`config.mk`:
```
export PLATFORM = sky130hd
export DESIGN_NAME = sleep_wake_control
export DESIGN_NICKNAME = d
export VERILOG_FILES = /design/src/sleep_wake_pkg.sv /design/src/sleep_wake_control.sv
export VERILOG_INCLUDE_DIRS = /design/src /design/src/src
export SDC_FILE = /design/constraint.sdc
export NUM_CORES = 1
export LEC_CHECK = 0
export BUFFER_PORTS_ARGS = -buffer_cell sky130_fd_sc_hd__buf_2
export CORE_AREA = 2 2 76 78
export DETAILED_ROUTE_END_ITERATION = 16
export DIE_AREA = 0 0 78 80
export PLACE_DENSITY = 0.84
export SYNTH_ARGS = -nofsm -noshare
export SYNTH_HDL_FRONTEND = slang
export SYNTH_SLANG_ARGS = --single-unit
```
`constraint.sdc`:
```
create_clock -name clock -period 1.7 [get_ports clock]
set_clock_uncertainty 0.1 [all_clocks]
set_input_delay 0.34 -clock clock [delete_from_list [all_inputs] [get_ports clock]]
set_output_delay 0.34 -clock clock [all_outputs]
set_load 0.05 [all_outputs]
```
`src/sleep_wake_map.svh`:
```
// Notes on behaviour
// Low power entered only by power-down instruction
// Entry clears watchdog; runs if sleep-enabled
// Completed entry clears power-down flag
// Completed entry sets timeout flag
// Processor clock gated while asleep
// Low-frequency oscillator kept running while asleep
// Pins hold their drive state asleep
// Non-watchdog resets processed while asleep
// Wake on resets, watchdog, enabled interrupts
// Reset sources reset; watchdog/interrupt resume
// Interrupt wakes if enabled, ignoring global enable
// Next instruction prefetched at PC plus one
// Run prefetched instruction, then vector if enabled
// Watchdog cleared on every wake
// Pending enabled interrupt makes instruction a no-op
// Interrupt during instruction: complete, then wake
// Power-down flag still set marks a no-op
// Crystal modes wait 1024 oscillator periods
// Bus collision flag bit 1, software clears
// Serial port flag bit 0, software clears
// Flag bits 7 to 2 read zero
// Flags set regardless of enable bits
// Wake request is OR of each flag ANDed with its enable
`ifndef SLEEP_WAKE_MAP_SVH
`define SLEEP_WAKE_MAP_SVH
`define OFS_FLAGS4      4'h0
`define OFS_ENABLES4    4'h1
`define OFS_INTCTL      4'h2
`define OFS_STATUS      4'h3
`define OFS_SLEEPCFG    4'h4
`define BIT_SERIAL2     0
`define BIT_BUSCOL2     1
`define BIT_GIE         7
`define BIT_TIMEOUT     4
`define BIT_PWRDOWN     3
`define BIT_CRYSTAL     0
`define BIT_WDT_SLEEP   1
`define RST_FLAGS4      8'h00
`define RST_ENABLES4    8'h00
`define RST_INTCTL      8'h00
`define RST_STATUS      8'h18
`define RST_SLEEPCFG    8'h00
`define ISR_VECTOR      15'h0004
`define OST_PERIODS     11'd1024
`endif

```
`src/sleep_wake_pkg.sv`:
```
package sleep_wake_pkg;
  typedef enum logic [3:0] {
    AWAKE = 4'b0001,
    ASLEEP = 4'b0010,
    STARTUP = 4'b0100,
    RESUME = 4'b1000
  } phase_t;
  typedef struct packed {
    phase_t      phase;
    logic [7:0]  flags;
    logic [7:0]  enables;
    logic [7:0]  intCtl;
    logic [7:0]  status;
    logic [7:0]  sleepCfg;
    logic [7:0]  rdData;
    logic [10:0] ostCount;
    logic        osc1, osc2, oscPrev;
    logic        pinHold;
    logic        wdtClear;
    logic        vectorReq;
  } state_t;
endpackage

```
`src/sleep_wake_control.sv`:
```
`timescale 1ns/10ps
`include "sleep_wake_map.svh"
module sleep_wake_control
  import sleep_wake_pkg::*;
(
  input  wire logic        clock,
  input  wire logic        sys_rst,
  input  wire logic [3:0]  regAddr,
  input  wire logic [7:0]  regWrData,
  input  wire logic        regWrite,
  input  wire logic        regRead,
  output logic      [7:0]  regRdData,
  input  wire logic        sleepExec,
  input  wire logic [14:0] progCounter,
  input  wire logic        busCollision2Event,
  input  wire logic        serialPort2Event,
  input  wire logic        masterClearReq,
  input  wire logic        brownoutReq,
  input  wire logic        powerOnReq,
  input  wire logic        watchdogExpired,
  input  wire logic        oscClockPin,
  input  wire logic        lowFreqOscIn,
  output logic             cpuClockEn,
  output logic             lowFreqOscEn,
  output logic             pinHoldEn,
  output logic             wdtClear,
  output logic             wdtRunInSleep,
  output logic             deviceReset,
  output logic [14:0]      prefetchAddr,
  output logic             resumeReq,
  output logic             vectorReq,
  output logic [14:0]      vectorAddr,
  output logic             wakeRequest
);
  state_t s_q;
  state_t s_d;
  logic   resetSrc;
  logic   pendingIrq;

  // Wake cause treated as a reset: the core clears itself on deviceReset
  assign resetSrc = masterClearReq | brownoutReq | powerOnReq;
  // Both flag sources gated by their own enable; global enable ignored
  assign pendingIrq = |(s_q.flags[1:0] & s_q.enables[1:0]);

  assign cpuClockEn    = (s_q.phase == AWAKE) || (s_q.phase == RESUME);
  assign lowFreqOscEn  = 1'b1;
  assign pinHoldEn     = s_q.pinHold;
  assign wdtClear      = s_q.wdtClear;
  assign wdtRunInSleep = (s_q.phase == ASLEEP) && s_q.sleepCfg[`BIT_WDT_SLEEP];
  assign deviceReset   = resetSrc;
  assign prefetchAddr  = progCounter + 15'h0001;
  assign resumeReq     = (s_q.phase == RESUME);
  assign vectorReq     = s_q.vectorReq;
  assign vectorAddr    = `ISR_VECTOR;
  assign wakeRequest   = pendingIrq;
  assign regRdData     = s_q.rdData;

  always_comb begin
    s_d = s_q;
    s_d.wdtClear = 1'b0;
    s_d.vectorReq = 1'b0;
    s_d.osc1 = oscClockPin;
    s_d.osc2 = s_q.osc1;
    s_d.oscPrev = s_q.osc2;
    // Flags: software writes, hardware set wins a same-cycle clear
    if (regWrite && regAddr == `OFS_FLAGS4) begin
      s_d.flags = {6'h00, regWrData[1:0]};
    end
    if (busCollision2Event) begin
      s_d.flags[`BIT_BUSCOL2] = 1'b1;
    end
    if (serialPort2Event) begin
      s_d.flags[`BIT_SERIAL2] = 1'b1;
    end
    if (regWrite && regAddr == `OFS_ENABLES4) begin
      s_d.enables = {6'h00, regWrData[1:0]};
    end
    if (regWrite && regAddr == `OFS_INTCTL) begin
      s_d.intCtl = regWrData;
    end
    if (regWrite && regAddr == `OFS_SLEEPCFG) begin
      s_d.sleepCfg = {6'h00, regWrData[1:0]};
    end
    // Status flags are set only by this block's events
    if (regRead) begin
      unique case (regAddr)
        `OFS_FLAGS4:   s_d.rdData = {6'h00, s_q.flags[1:0]};
        `OFS_ENABLES4: s_d.rdData = s_q.enables;
        `OFS_INTCTL:   s_d.rdData = s_q.intCtl;
        `OFS_STATUS:   s_d.rdData = s_q.status;
        `OFS_SLEEPCFG: s_d.rdData = s_q.sleepCfg;
        default:       s_d.rdData = 8'h00;
      endcase
    end
    unique case (s_q.phase)
      AWAKE: begin
        if (sleepExec) begin
          if (pendingIrq) begin
            s_d.phase = AWAKE;
          end else begin
            s_d.phase = ASLEEP;
            s_d.pinHold = 1'b1;
            s_d.wdtClear = 1'b1;
            s_d.status[`BIT_PWRDOWN] = 1'b0;
            s_d.status[`BIT_TIMEOUT] = 1'b1;
          end
        end
      end
      ASLEEP: begin
        // Sampled every cycle, so a flag set during entry wakes at once
        if (pendingIrq || watchdogExpired) begin
          s_d.wdtClear = 1'b1;
          s_d.pinHold = 1'b0;
          s_d.ostCount = 11'd0;
          if (watchdogExpired) begin
            s_d.status[`BIT_TIMEOUT] = 1'b0;
          end
          s_d.phase = s_q.sleepCfg[`BIT_CRYSTAL] ? STARTUP : RESUME;
        end
      end
      STARTUP: begin
        s_d.wdtClear = 1'b1;
        if (s_q.osc2 && !s_q.oscPrev) begin
          s_d.ostCount = s_q.ostCount + 11'd1;
          if (s_q.ostCount == `OST_PERIODS - 11'd1) begin
            s_d.phase = RESUME;
          end
        end
      end
      RESUME: begin
        // Prefetched instruction runs this cycle; vector follows
        s_d.vectorReq = s_q.intCtl[`BIT_GIE] && pendingIrq;
        s_d.phase = AWAKE;
      end
      default: s_d.phase = AWAKE;
    endcase
  end

  always_ff @(posedge clock) begin
    if (sys_rst || resetSrc) begin
      s_q <= '{phase: AWAKE, flags: `RST_FLAGS4, enables: `RST_ENABLES4,
               intCtl: `RST_INTCTL, status: `RST_STATUS, sleepCfg: `RST_SLEEPCFG,
               rdData: 8'h00, ostCount: 11'd0, osc1: 1'b0, osc2: 1'b0,
               oscPrev: 1'b0, pinHold: 1'b0, wdtClear: 1'b1, vectorReq: 1'b0};
    end else begin
      s_q <= s_d;
    end
  end
endmodule

```
==> results of run 1 <==
## synthesized netlist by cell type, types with 2 or more instances
cell type / count
clkbuf_1: 7
ha_1: 2
or4b_1: 2
mux2_2: 2
inv_1: 6
nor3_1: 3
nor2b_1: 2
xnor2_1: 9
and2_1: 5
conb_1: 2
a21oi_1: 32
or4_1: 7
nand4_1: 3
mux2i_1: 8
o21ai_1: 2
dfxtp_1: 45
buf_4: 24
nor4_1: 2
nand2b_1: 8
a22oi_1: 2
and4_1: 3
o31ai_1: 6
o21ai_0: 7
nand4b_1: 2
nor4b_2: 2
xor2_1: 4
o2bb2ai_1: 2
nand2_1: 30
or3_1: 4
nor2_1: 12
nand3_1: 25
## power by group through the flow
stage	logic (mW)	registers, mW	clock network (mW)
2_1_floorplan	0.310	1.09	0
3_5_place_dp	0.444	1.08	0
6_report	0.510	1.06	0.849
3_3_place_gp	0.439	1.08	0
4_1_cts	0.486	1.06	0.854
5_1_grt	0.532	1.06	0.901
## critical path, cell delays in order, from the launching register on
cell	delay, ns
dfxtp_4	0.38
nor4b_4	0.28
buf_4	0.15
a22oi_2	0.17
or4_1	0.55
a21oi_1	0.23
## cell families after synthesis
family,share of synthesized area (%)
and+or+nand+nor,27.6
AOI/OAI and AO/OA,14.7
DFF,37.6
buffers and inverters,9.76
xor gates and xnor gates,4.75
muxes,4.28
adders and majority gates,1.04
other,0.313
## cell type report
type                       count  share of cell area (%)
multi-input combinational    216                    44.0
timing repair buffer         125                    25.7
sequential                    45                    24.1
tap                           72                    2.39
clock buffer                   6                    2.19
clock inverter                 2                   0.994
inverter                       6                   0.597
## flip-flops by register name (all words and copies together) (netlist names)
name,count
vectorReq,1
s_d,2
pinHoldEn,1
wdtClear,1
regRdData,8
s_q,32
## worst max-delay path by stage
stage / startpoint / end
CTS: s_q[67]$_SDFFE_PP0P_ / cpuClockEn
detailed placement: progCounter[0] / prefetchAddr[11]
floorplan: s_q[68]$_SDFFE_PP0P_ / cpuClockEn
global placement: progCounter[0] / prefetchAddr[14]
finish: s_q[67]$_SDFFE_PP0P_ / s_q[16]$_SDFFE_PP0P_
global route: s_q[67]$_SDFFE_PP0P_ / s_q[16]$_SDFFE_PP0P_
## timing repair
action                                  CTS  global route
resized for setup                        62            19
pin swaps                                15            13
setup buffers                             5             8
endpoints found under the setup margin   25            27
## metal layers
layer,up-vias,part of all wire (%)
met5,-,0
met4,0,2.5
met3,15,3.7
met2,73,54
met1,1180,40
li1,1209,-
## per-stage QoR
step	area [um^2]	total power, mW	utilization (%)
6_report	3770	2.42	69.8
5_1_grt	3770	2.49	69.8
4_1_cts	3660	2.40	67.7
3_5_place_dp	3300	1.53	61.0
3_3_place_gp	3300	1.52	61.0
2_1_floorplan	2730	1.40	-
==> flow_metrics.py, run 1 <==
metrics = {
    "run_status": {
        "status": "finished, violations left",
        "violations": "negative setup slack",
    },
    "floorplanning": {
        "io_pins": 87,
        "core_mm2": 0.00541,
        "start_util_pct": 44.4,
        "dieArea_mm2": 0.00624,
        "fp.dieW_um": 78,
        "die_y_um": 80,
        "rows": 27,
    },
    "detailed_routing": {
        "dr.pass1.iters": 4,
        "antenna_left": 0,
        "vias": 2477,
        "routed_wirelength_um": 6980,
        "wl_per_cell_um": 14.8,
        "drt-initial-drc-count": 117,
        "drc_errors": 0,
        "via_per_inst": 5.25,
    },
    "clocking": {
        "ctsHtreeMaxLevel": 2,
        "clock_latency_ns": 0.30,
        "ctsHoldBuffers": 0,
        "clock-sinks": 45,
        "path_clk_slew_ns": 0.08,
        "cts_made_buffers": 5,
        "cts_tree": "done",
        "clockBufferDepth": 2,
        "cts-root-buf": "clkbuf_8",
    },
    "logic_synthesis": {
        "async_flop_share_pct": 0,
        "yosysSeqAreaShare_pct": 37.6,
        "synth_edf_count": 0,
        "synth_area_leaders": "dfxtp_1 38%, buf_4 7.5%, a21oi_1 6.7%",
        "synth_area_per_cell_um2": 8.41,
        "synthFlopType": "dfxtp_1",
        "ys_warn_count": 0,
        "syn_inst": 285,
        "syn_area_mm2": 0.00240,
        "synth_top_area_cell": "dfxtp_1",
        "synth.distinct_cells": 46,
        "netlist.area_leader.share_pct": 37.6,
        "ys_ff_latch": 45,
    },
    "timing": {
        "rsz0062_at_grt": "true",
        "finalSetupViolCount": 19,
        "fmax_mhz": 516,
        "final.setup.tns_ns": -2.06,
        "worst_slack_ns": -0.239,
        "slew_violations": 0,
        "period_needed_ns": 1.94,
        "max-slew-margin-rel_pct": 62.1,
        "post-route-period-util_pct": 114,
        "max_slew.worst_pin.slew_ns": 0.568,
        "hold_viol": 0,
        "worst_hold_slack_ns": 0.143,
    },
    "layout": {
        "syn2layout_area_growth_pct": 57.5,
        "multiInputGateArea_mm2": 0.00166,
        "layout.nets": 441,
        "drive_gt1_share_pct": 44.5,
        "nFillCells": 377,
        "area.sequential_um2": 911,
        "final_common_cell": "buf_4",
        "fin_cells": 472,
        "diodes": 0,
        "final_cell_mix": "50 x buf_4, 45 x buf_2, 41 x dfxtp_1",
    },
    "worst_setup_path": {
        "r2r_cells": 5,
        "crit_type": "register to register",
        "end_kind": "register",
        "required_ns": 1.82,
        "cp_max_fo": 14,
        "worstPathArrival_ns": 2.06,
        "ff2ff_setup_slack_ns": -0.24,
        "r2r_start": "s_q[67]$_SDFFE_PP0P_",
        "r2r-end": "s_q[16]$_SDFFE_PP0P_",
        "setup.worst_path.start_class": "register",
    },
    "grt": {
        "use_met2_pct": 40.2,
        "first_global_vias": 2398,
        "grt_usage_pct": 21.4,
        "grtUsageMet3_pct": 3.85,
        "grt-ovfl-total": 0,
        "top_usage_layer": "met2",
        "antenna_found_initial": 0,
        "use_met1_pct": 23.1,
        "grt_max_degree": 21,
        "grt_pass1_wl_um": 10700,
    },
    "placed_design": {
        "post-place-cells": 453,
        "io_buffers": 69,
        "gp_congestion": 0.867,
        "dp_slack_ns": -0.340,
        "hpwlAfterDp_um": 4590,
    },
    "power_and_ir_drop": {
        "p_clk_share_pct": 35.2,
        "internal_power_mw": 1.72,
        "power.density_mw_per_mm2": 640,
        "peakVddDrop_uv": 628,
        "p_switching_uw": 693,
        "pwr-share-comb_pct": 21.1,
        "p_leak_nw": 1.55,
        "power.switching_fraction_pct": 28.7,
        "seq_power_share_pct": 43.8,
    },
    "hold_path": {
        "worstHoldPathType": "input pin to register",
        "hold_start": "oscClockPin",
        "holdPathStages": 2,
        "min_to": "s_d[4]$_SDFF_PP0_",
    },
    "flow_run": {
        "cap_violations": 0,
    },
}
(Power assumes the default switching activity.)
==> inputs of run 2 (changes only) <==
--- a/config.mk
+++ b/config.mk
@@ -11,6 +11,7 @@
 export DETAILED_ROUTE_END_ITERATION = 16
 export DIE_AREA = 0 0 78 80
 export PLACE_DENSITY = 0.84
+export SKIP_CTS_REPAIR_TIMING = 1
 export SYNTH_ARGS = -nofsm -noshare
 export SYNTH_HDL_FRONTEND = slang
 export SYNTH_SLANG_ARGS = --single-unit
==> run 2 against run 1 <==
  * The run still ends with negative setup slack left
  * Critical endpoint is now cpuClockEn
  * Register-to-register slack better by 0.13 ns
  * Global-route usage shrank 2.7 points
  * Critical path depth fell by 1
  * Combinational power decreased by 2%
  * Cell area grew 0.76%
  * First-iteration DRC count up 23%
  * Non-clock buffer count increased by 2
  * Power decreased by 0.13%
  * Flip-flop and latch count stayed put
  * Wire length shrank 0.16%
  * Utilization is 0.53 points higher
==> flow_metrics.py, run 2 (synthesis results as in run 1) <==
metrics = {
    "worst_setup_path": {
        "required_ns": 1.26,
        "end_kind": "output pin",
        "crit_chain": "buf_6, nor4b_4, nand2b_4, buf_8",
        "ff2ff_setup_slack_ns": -0.11,
        "r2r_start": "s_q[65]$_SDFFE_PP1P_",
        "worstPathArrival_ns": 1.49,
        "r2r_cells": 6,
        "cp_max_fo": 5,
        "r2r-end": "s_q[11]$_SDFFE_PP0P_",
        "critPathMaxStageDelay_ns": 0.38,
        "slowest_stage": "dfxtp_4",
        "setup.worst_path.start_class": "register",
        "crit_type": "register to output pin",
    },
    "hold_path": {
        "hold_start": "oscClockPin",
        "worstHoldPathType": "input pin to register",
        "min_to": "s_d[4]$_SDFF_PP0_",
        "holdPathStages": 2,
    },
    "detailed_routing": {
        "routed_wirelength_um": 6970,
        "drt-initial-drc-count": 144,
        "dr.pass1.iters": 7,
        "drc_errors": 0,
        "via_per_inst": 5.26,
        "wl_per_cell_um": 14.7,
        "antenna_left": 0,
        "vias": 2492,
    },
    "clocking": {
        "clockBufferDepth": 2,
        "path_clk_slew_ns": 0.08,
        "cts_tree": "done",
        "ctsHtreeMaxLevel": 2,
        "cts_made_buffers": 5,
        "clock_latency_ns": 0.31,
        "clock-sinks": 45,
        "cts-root-buf": "clkbuf_8",
    },
    "timing": {
        "hold_viol": 0,
        "final.setup.tns_ns": -2.02,
        "worst_slack_ns": -0.235,
        "finalSetupViolCount": 20,
        "slew_violations": 0,
        "fmax_mhz": 517,
        "post-route-period-util_pct": 114,
        "period_needed_ns": 1.93,
        "rsz0062_at_grt": "true",
    },
    "grt": {
        "grt_pass1_wl_um": 9490,
        "grt_usage_pct": 18.7,
        "first_global_vias": 2242,
        "antenna_found_initial": 0,
        "grt-ovfl-total": 0,
        "grt_max_degree": 21,
    },
    "layout": {
        "largest_register_ffs": 32,
        "nFillCells": 366,
        "final_util_pct": 70.4,
        "layout.nets": 443,
        "fin_area_mm2": 0.00380,
        "diodes": 0,
        "drive_gt1_share_pct": 45.8,
        "final_common_cell": "buf_4",
        "syn2layout_area_growth_pct": 58.7,
        "final_cell_mix": "51 x buf_4, 46 x buf_2, 40 x dfxtp_1",
        "max_flop_register": "s_q",
    },
    "power_and_ir_drop": {
        "internal_power_mw": 1.72,
        "total_power_mw": 2.41,
        "seq_power_share_pct": 43.8,
        "power.switching_fraction_pct": 28.9,
        "pwr-share-comb_pct": 20.8,
        "p_switching_uw": 697,
        "peakVddDrop_uv": 623,
        "power.density_mw_per_mm2": 634,
        "p_clk_share_pct": 35.4,
        "p_leak_nw": 1.55,
    },
    "placed_design": {
        "gp_congestion": 0.867,
        "io_buffers": 69,
        "place_area_mm2": 0.00330,
        "dp_slack_ns": -0.340,
        "hpwlAfterDp_um": 4590,
    },
    "run_status": {
        "status": "finished, violations left",
        "violations": "negative setup slack",
    },
    "floorplanning": {
        "dieArea_mm2": 0.00624,
        "fp.dieW_um": 78,
        "io_pins": 87,
        "rows": 27,
        "start_util_pct": 44.4,
        "die_y_um": 80,
        "core_mm2": 0.00541,
    },
    "flow_run": {
        "cap_violations": 0,
    },
}
[run 2: changes by cell type in the layout (fill, tap and decap cells not counted), sizes merged]
cell | previous run | this run
buf | 125 | 124
clkbuf | 6 | 9
[run 2: per-layer routing]
metal	up-vias	wire (um)	track usage (%)
li1	1210	-	-
met1	1184	2680	22.0
met2	89	3820	33.7
met3	9	370	2.94
met4	0	104	7.54
met5	-	0	0
[run 2: how the worst max path moves through the flow]
stage	startpoint	endpoint	slack, ns	cells after the start
finish	s_q[67]$_SDFFE_PP0P_	cpuClockEn	-0.23	4
detailed placement	progCounter[0]	prefetchAddr[11]	-0.34	7
CTS	s_q[65]$_SDFFE_PP1P_	cpuClockEn	-0.36	3
global placement	progCounter[0]	prefetchAddr[14]	-0.30	7
floorplan	s_q[68]$_SDFFE_PP0P_	cpuClockEn	-0.23	2
global route	progCounter[1]	prefetchAddr[11]	-0.28	7
[run 2: cell type report]
class	count	area (um^2)	share of cell area [%]
multi-input combinational	216	1690	44.3
timing repair buffer	127	971	25.5
sequential	45	915	24.0
tap	72	90.1	2.37
clock buffer	6	82.6	2.17
clock inverter	2	37.5	0.987
inverter	6	22.5	0.592
[run 2: worst max-delay path: cells and delay by family (launching register included)]
family / cells / cell delay, ns
buffers and inverters: 2 / 0.26
flip-flops: 1 / 0.38
AND/OR/NAND/NOR: 2 / 0.55
[run 2: per-stage QoR]
stage / std cells / hold WS, ns
6_report: 474 / 0.138
5_1_grt: 474 / 0.163
2_1_floorplan: 299 / 0.306
4_1_cts: 461 / 0.140
3_5_place_dp: 453 / 0.332
3_3_place_gp: 453 / 0.308
[run 2: power by group through the flow]
stage                     registers (mW)  logic [mW]  clock network (mW)
after floorplan                     1.09       0.310                   0
after global placement              1.08       0.439                   0
after detailed placement            1.08       0.444                   0
after CTS                           1.06       0.445               0.854
after global routing                1.06       0.526               0.893
final                               1.06       0.502               0.855
==> inputs of run 3 (changes only) <==
--- a/config.mk
+++ b/config.mk
@@ -11,6 +11,7 @@
 export DETAILED_ROUTE_END_ITERATION = 16
 export DIE_AREA = 0 0 78 80
 export PLACE_DENSITY = 0.84
+export RECOVER_POWER = 50
 export SKIP_CTS_REPAIR_TIMING = 1
 export SYNTH_ARGS = -nofsm -noshare
 export SYNTH_HDL_FRONTEND = slang
==> run 3 against run 2 <==
  * The flow still finishes with violations (negative setup slack)
  * Wire length is essentially flat
  * Flip-flop and latch count is the same
  * Via count is essentially flat
  * Setup slack lost 0.0065 ns
  * Final cell count is the same
  * Register-to-register slack is essentially flat
  * Utilization shrank 0.49 points
  * Critical path depth is the same
==> flow_metrics.py, run 3 (synthesis results as in run 1) <==
metrics = {
    "layout": {
        "largest_register_ffs": 32,
        "drive_gt1_share_pct": 44.5,
        "diodes": 0,
        "fin_area_mm2": 0.00378,
        "final_common_cell": "buf_4",
        "syn2layout_area_growth_pct": 57.6,
        "final_cell_mix": "49 x buf_4, 43 x buf_2, 40 x dfxtp_1",
        "nFillCells": 373,
        "max_flop_register": "s_q",
        "fin_cells": 474,
        "final_util_pct": 69.9,
        "layout.nets": 443,
    },
    "power_and_ir_drop": {
        "seq_power_share_pct": 43.9,
        "total_power_mw": 2.40,
        "p_clk_share_pct": 35.4,
        "power.switching_fraction_pct": 28.8,
        "internal_power_mw": 1.71,
        "pwr-share-comb_pct": 20.7,
        "p_leak_nw": 1.53,
        "peakVddDrop_uv": 624,
        "p_switching_uw": 693,
        "power.density_mw_per_mm2": 637,
    },
    "floorplanning": {
        "die_y_um": 80,
        "fp.dieW_um": 78,
        "io_pins": 87,
        "rows": 27,
        "dieArea_mm2": 0.00624,
        "start_util_pct": 44.4,
        "core_mm2": 0.00541,
    },
    "timing": {
        "worst_slack_ns": -0.241,
        "period_needed_ns": 1.94,
        "rsz0062_at_grt": "true",
        "max-slew-margin-rel_pct": 59.1,
        "max_slew.worst_pin.slew_ns": 0.617,
        "final.setup.tns_ns": -2.05,
        "post-route-period-util_pct": 114,
        "finalSetupViolCount": 21,
        "fmax_mhz": 515,
        "hold_viol": 0,
        "slew_violations": 0,
    },
    "clocking": {
        "path_clk_slew_ns": 0.08,
        "cts_made_buffers": 5,
        "clock-sinks": 45,
        "ctsHtreeMaxLevel": 2,
        "cts_tree": "done",
        "cts-root-buf": "clkbuf_8",
        "clock_latency_ns": 0.30,
        "clockBufferDepth": 2,
    },
    "run_status": {
        "violations": "negative setup slack",
        "status": "finished, violations left",
    },
    "hold_path": {
        "worstHoldPathType": "input pin to register",
    },
    "worst_setup_path": {
        "required_ns": 1.26,
        "worstPathArrival_ns": 1.50,
        "crit_start": "s_q[67]$_SDFFE_PP0P_",
        "r2r_start": "s_q[65]$_SDFFE_PP1P_",
        "cp_max_fo": 5,
        "crit_path_end": "cpuClockEn",
        "setup.worst_path.start_class": "register",
        "end_kind": "output pin",
        "crit_type": "register to output pin",
        "r2r_cells": 6,
        "r2r-end": "s_q[11]$_SDFFE_PP0P_",
        "ff2ff_setup_slack_ns": -0.12,
    },
    "grt": {
        "grt_pass1_wl_um": 9490,
        "first_global_vias": 2242,
        "grt_usage_pct": 18.7,
        "grt_max_degree": 21,
        "grt-ovfl-total": 0,
        "antenna_found_initial": 0,
    },
    "detailed_routing": {
        "dr.pass1.iters": 7,
        "drc_errors": 0,
        "routed_wirelength_um": 6980,
        "vias": 2494,
        "drt-initial-drc-count": 130,
        "wl_per_cell_um": 14.7,
        "antenna_left": 0,
        "via_per_inst": 5.26,
    },
    "placed_design": {
        "io_buffers": 69,
        "post-place-cells": 453,
        "place_area_mm2": 0.00330,
        "hpwlAfterDp_um": 4590,
        "gp_congestion": 0.867,
    },
    "flow_run": {
        "cap_violations": 0,
    },
}
## run 3: worst min-delay path by stage
stage                            start                    to  slack, ns  depth (start not counted)
finish                     oscClockPin     s_d[4]$_SDFF_PP0_       0.14                          2
global route        busCollision2Event  s_q[58]$_SDFFE_PP0P_       0.17                          3
CTS                        oscClockPin     s_d[4]$_SDFF_PP0_       0.14                          2
detailed placement   s_d[4]$_SDFF_PP0_     s_d[3]$_SDFF_PP0_       0.33                          1
global placement     s_d[4]$_SDFF_PP0_     s_d[3]$_SDFF_PP0_       0.31                          1
floorplan            s_d[4]$_SDFF_PP0_     s_d[3]$_SDFF_PP0_       0.31                          1
## run 3: cell type report
cell class,instances,area [um^2],area share (%)
Tap cell,72,90.1,2.38
Multi-Input combinational cell,216,1690,44.6
Sequential cell,45,915,24.2
Inverter,6,22.5,0.596
Clock inverter,2,37.5,0.994
Timing Repair Buffer,127,945,25.0
Clock buffer,6,82.6,2.19
## run 3: routing by layer
metal | share of wire, % | track usage (%)
met5 | 0 | 0
met4 | 1.3 | 7.54
met3 | 5.1 | 2.94
met2 | 55 | 33.7
met1 | 38 | 22.0
## run 3: power by group through the flow
stage / Combinational [mW] / Sequential, mW / Clock [mW]
6_report: 0.498 / 1.06 / 0.851
5_1_grt: 0.522 / 1.06 / 0.893
4_1_cts: 0.445 / 1.06 / 0.854
3_5_place_dp: 0.444 / 1.08 / 0
3_3_place_gp: 0.439 / 1.08 / 0
2_1_floorplan: 0.310 / 1.09 / 0
## run 3: per-stage QoR
step	hold WS, ns	setup WS (ns)
finish	0.145	-0.241
CTS	0.140	-0.357
global route	0.174	-0.284
floorplan	0.306	-0.229
global placement	0.308	-0.296
detailed placement	0.332	-0.340
## run 3: worst max-delay path: stages, from the launching register on
cell and delay, ns:
dfxtp_4 0.38, buf_6 0.12, nor4b_4 0.36, nand2b_4 0.20
buf_8 0.14
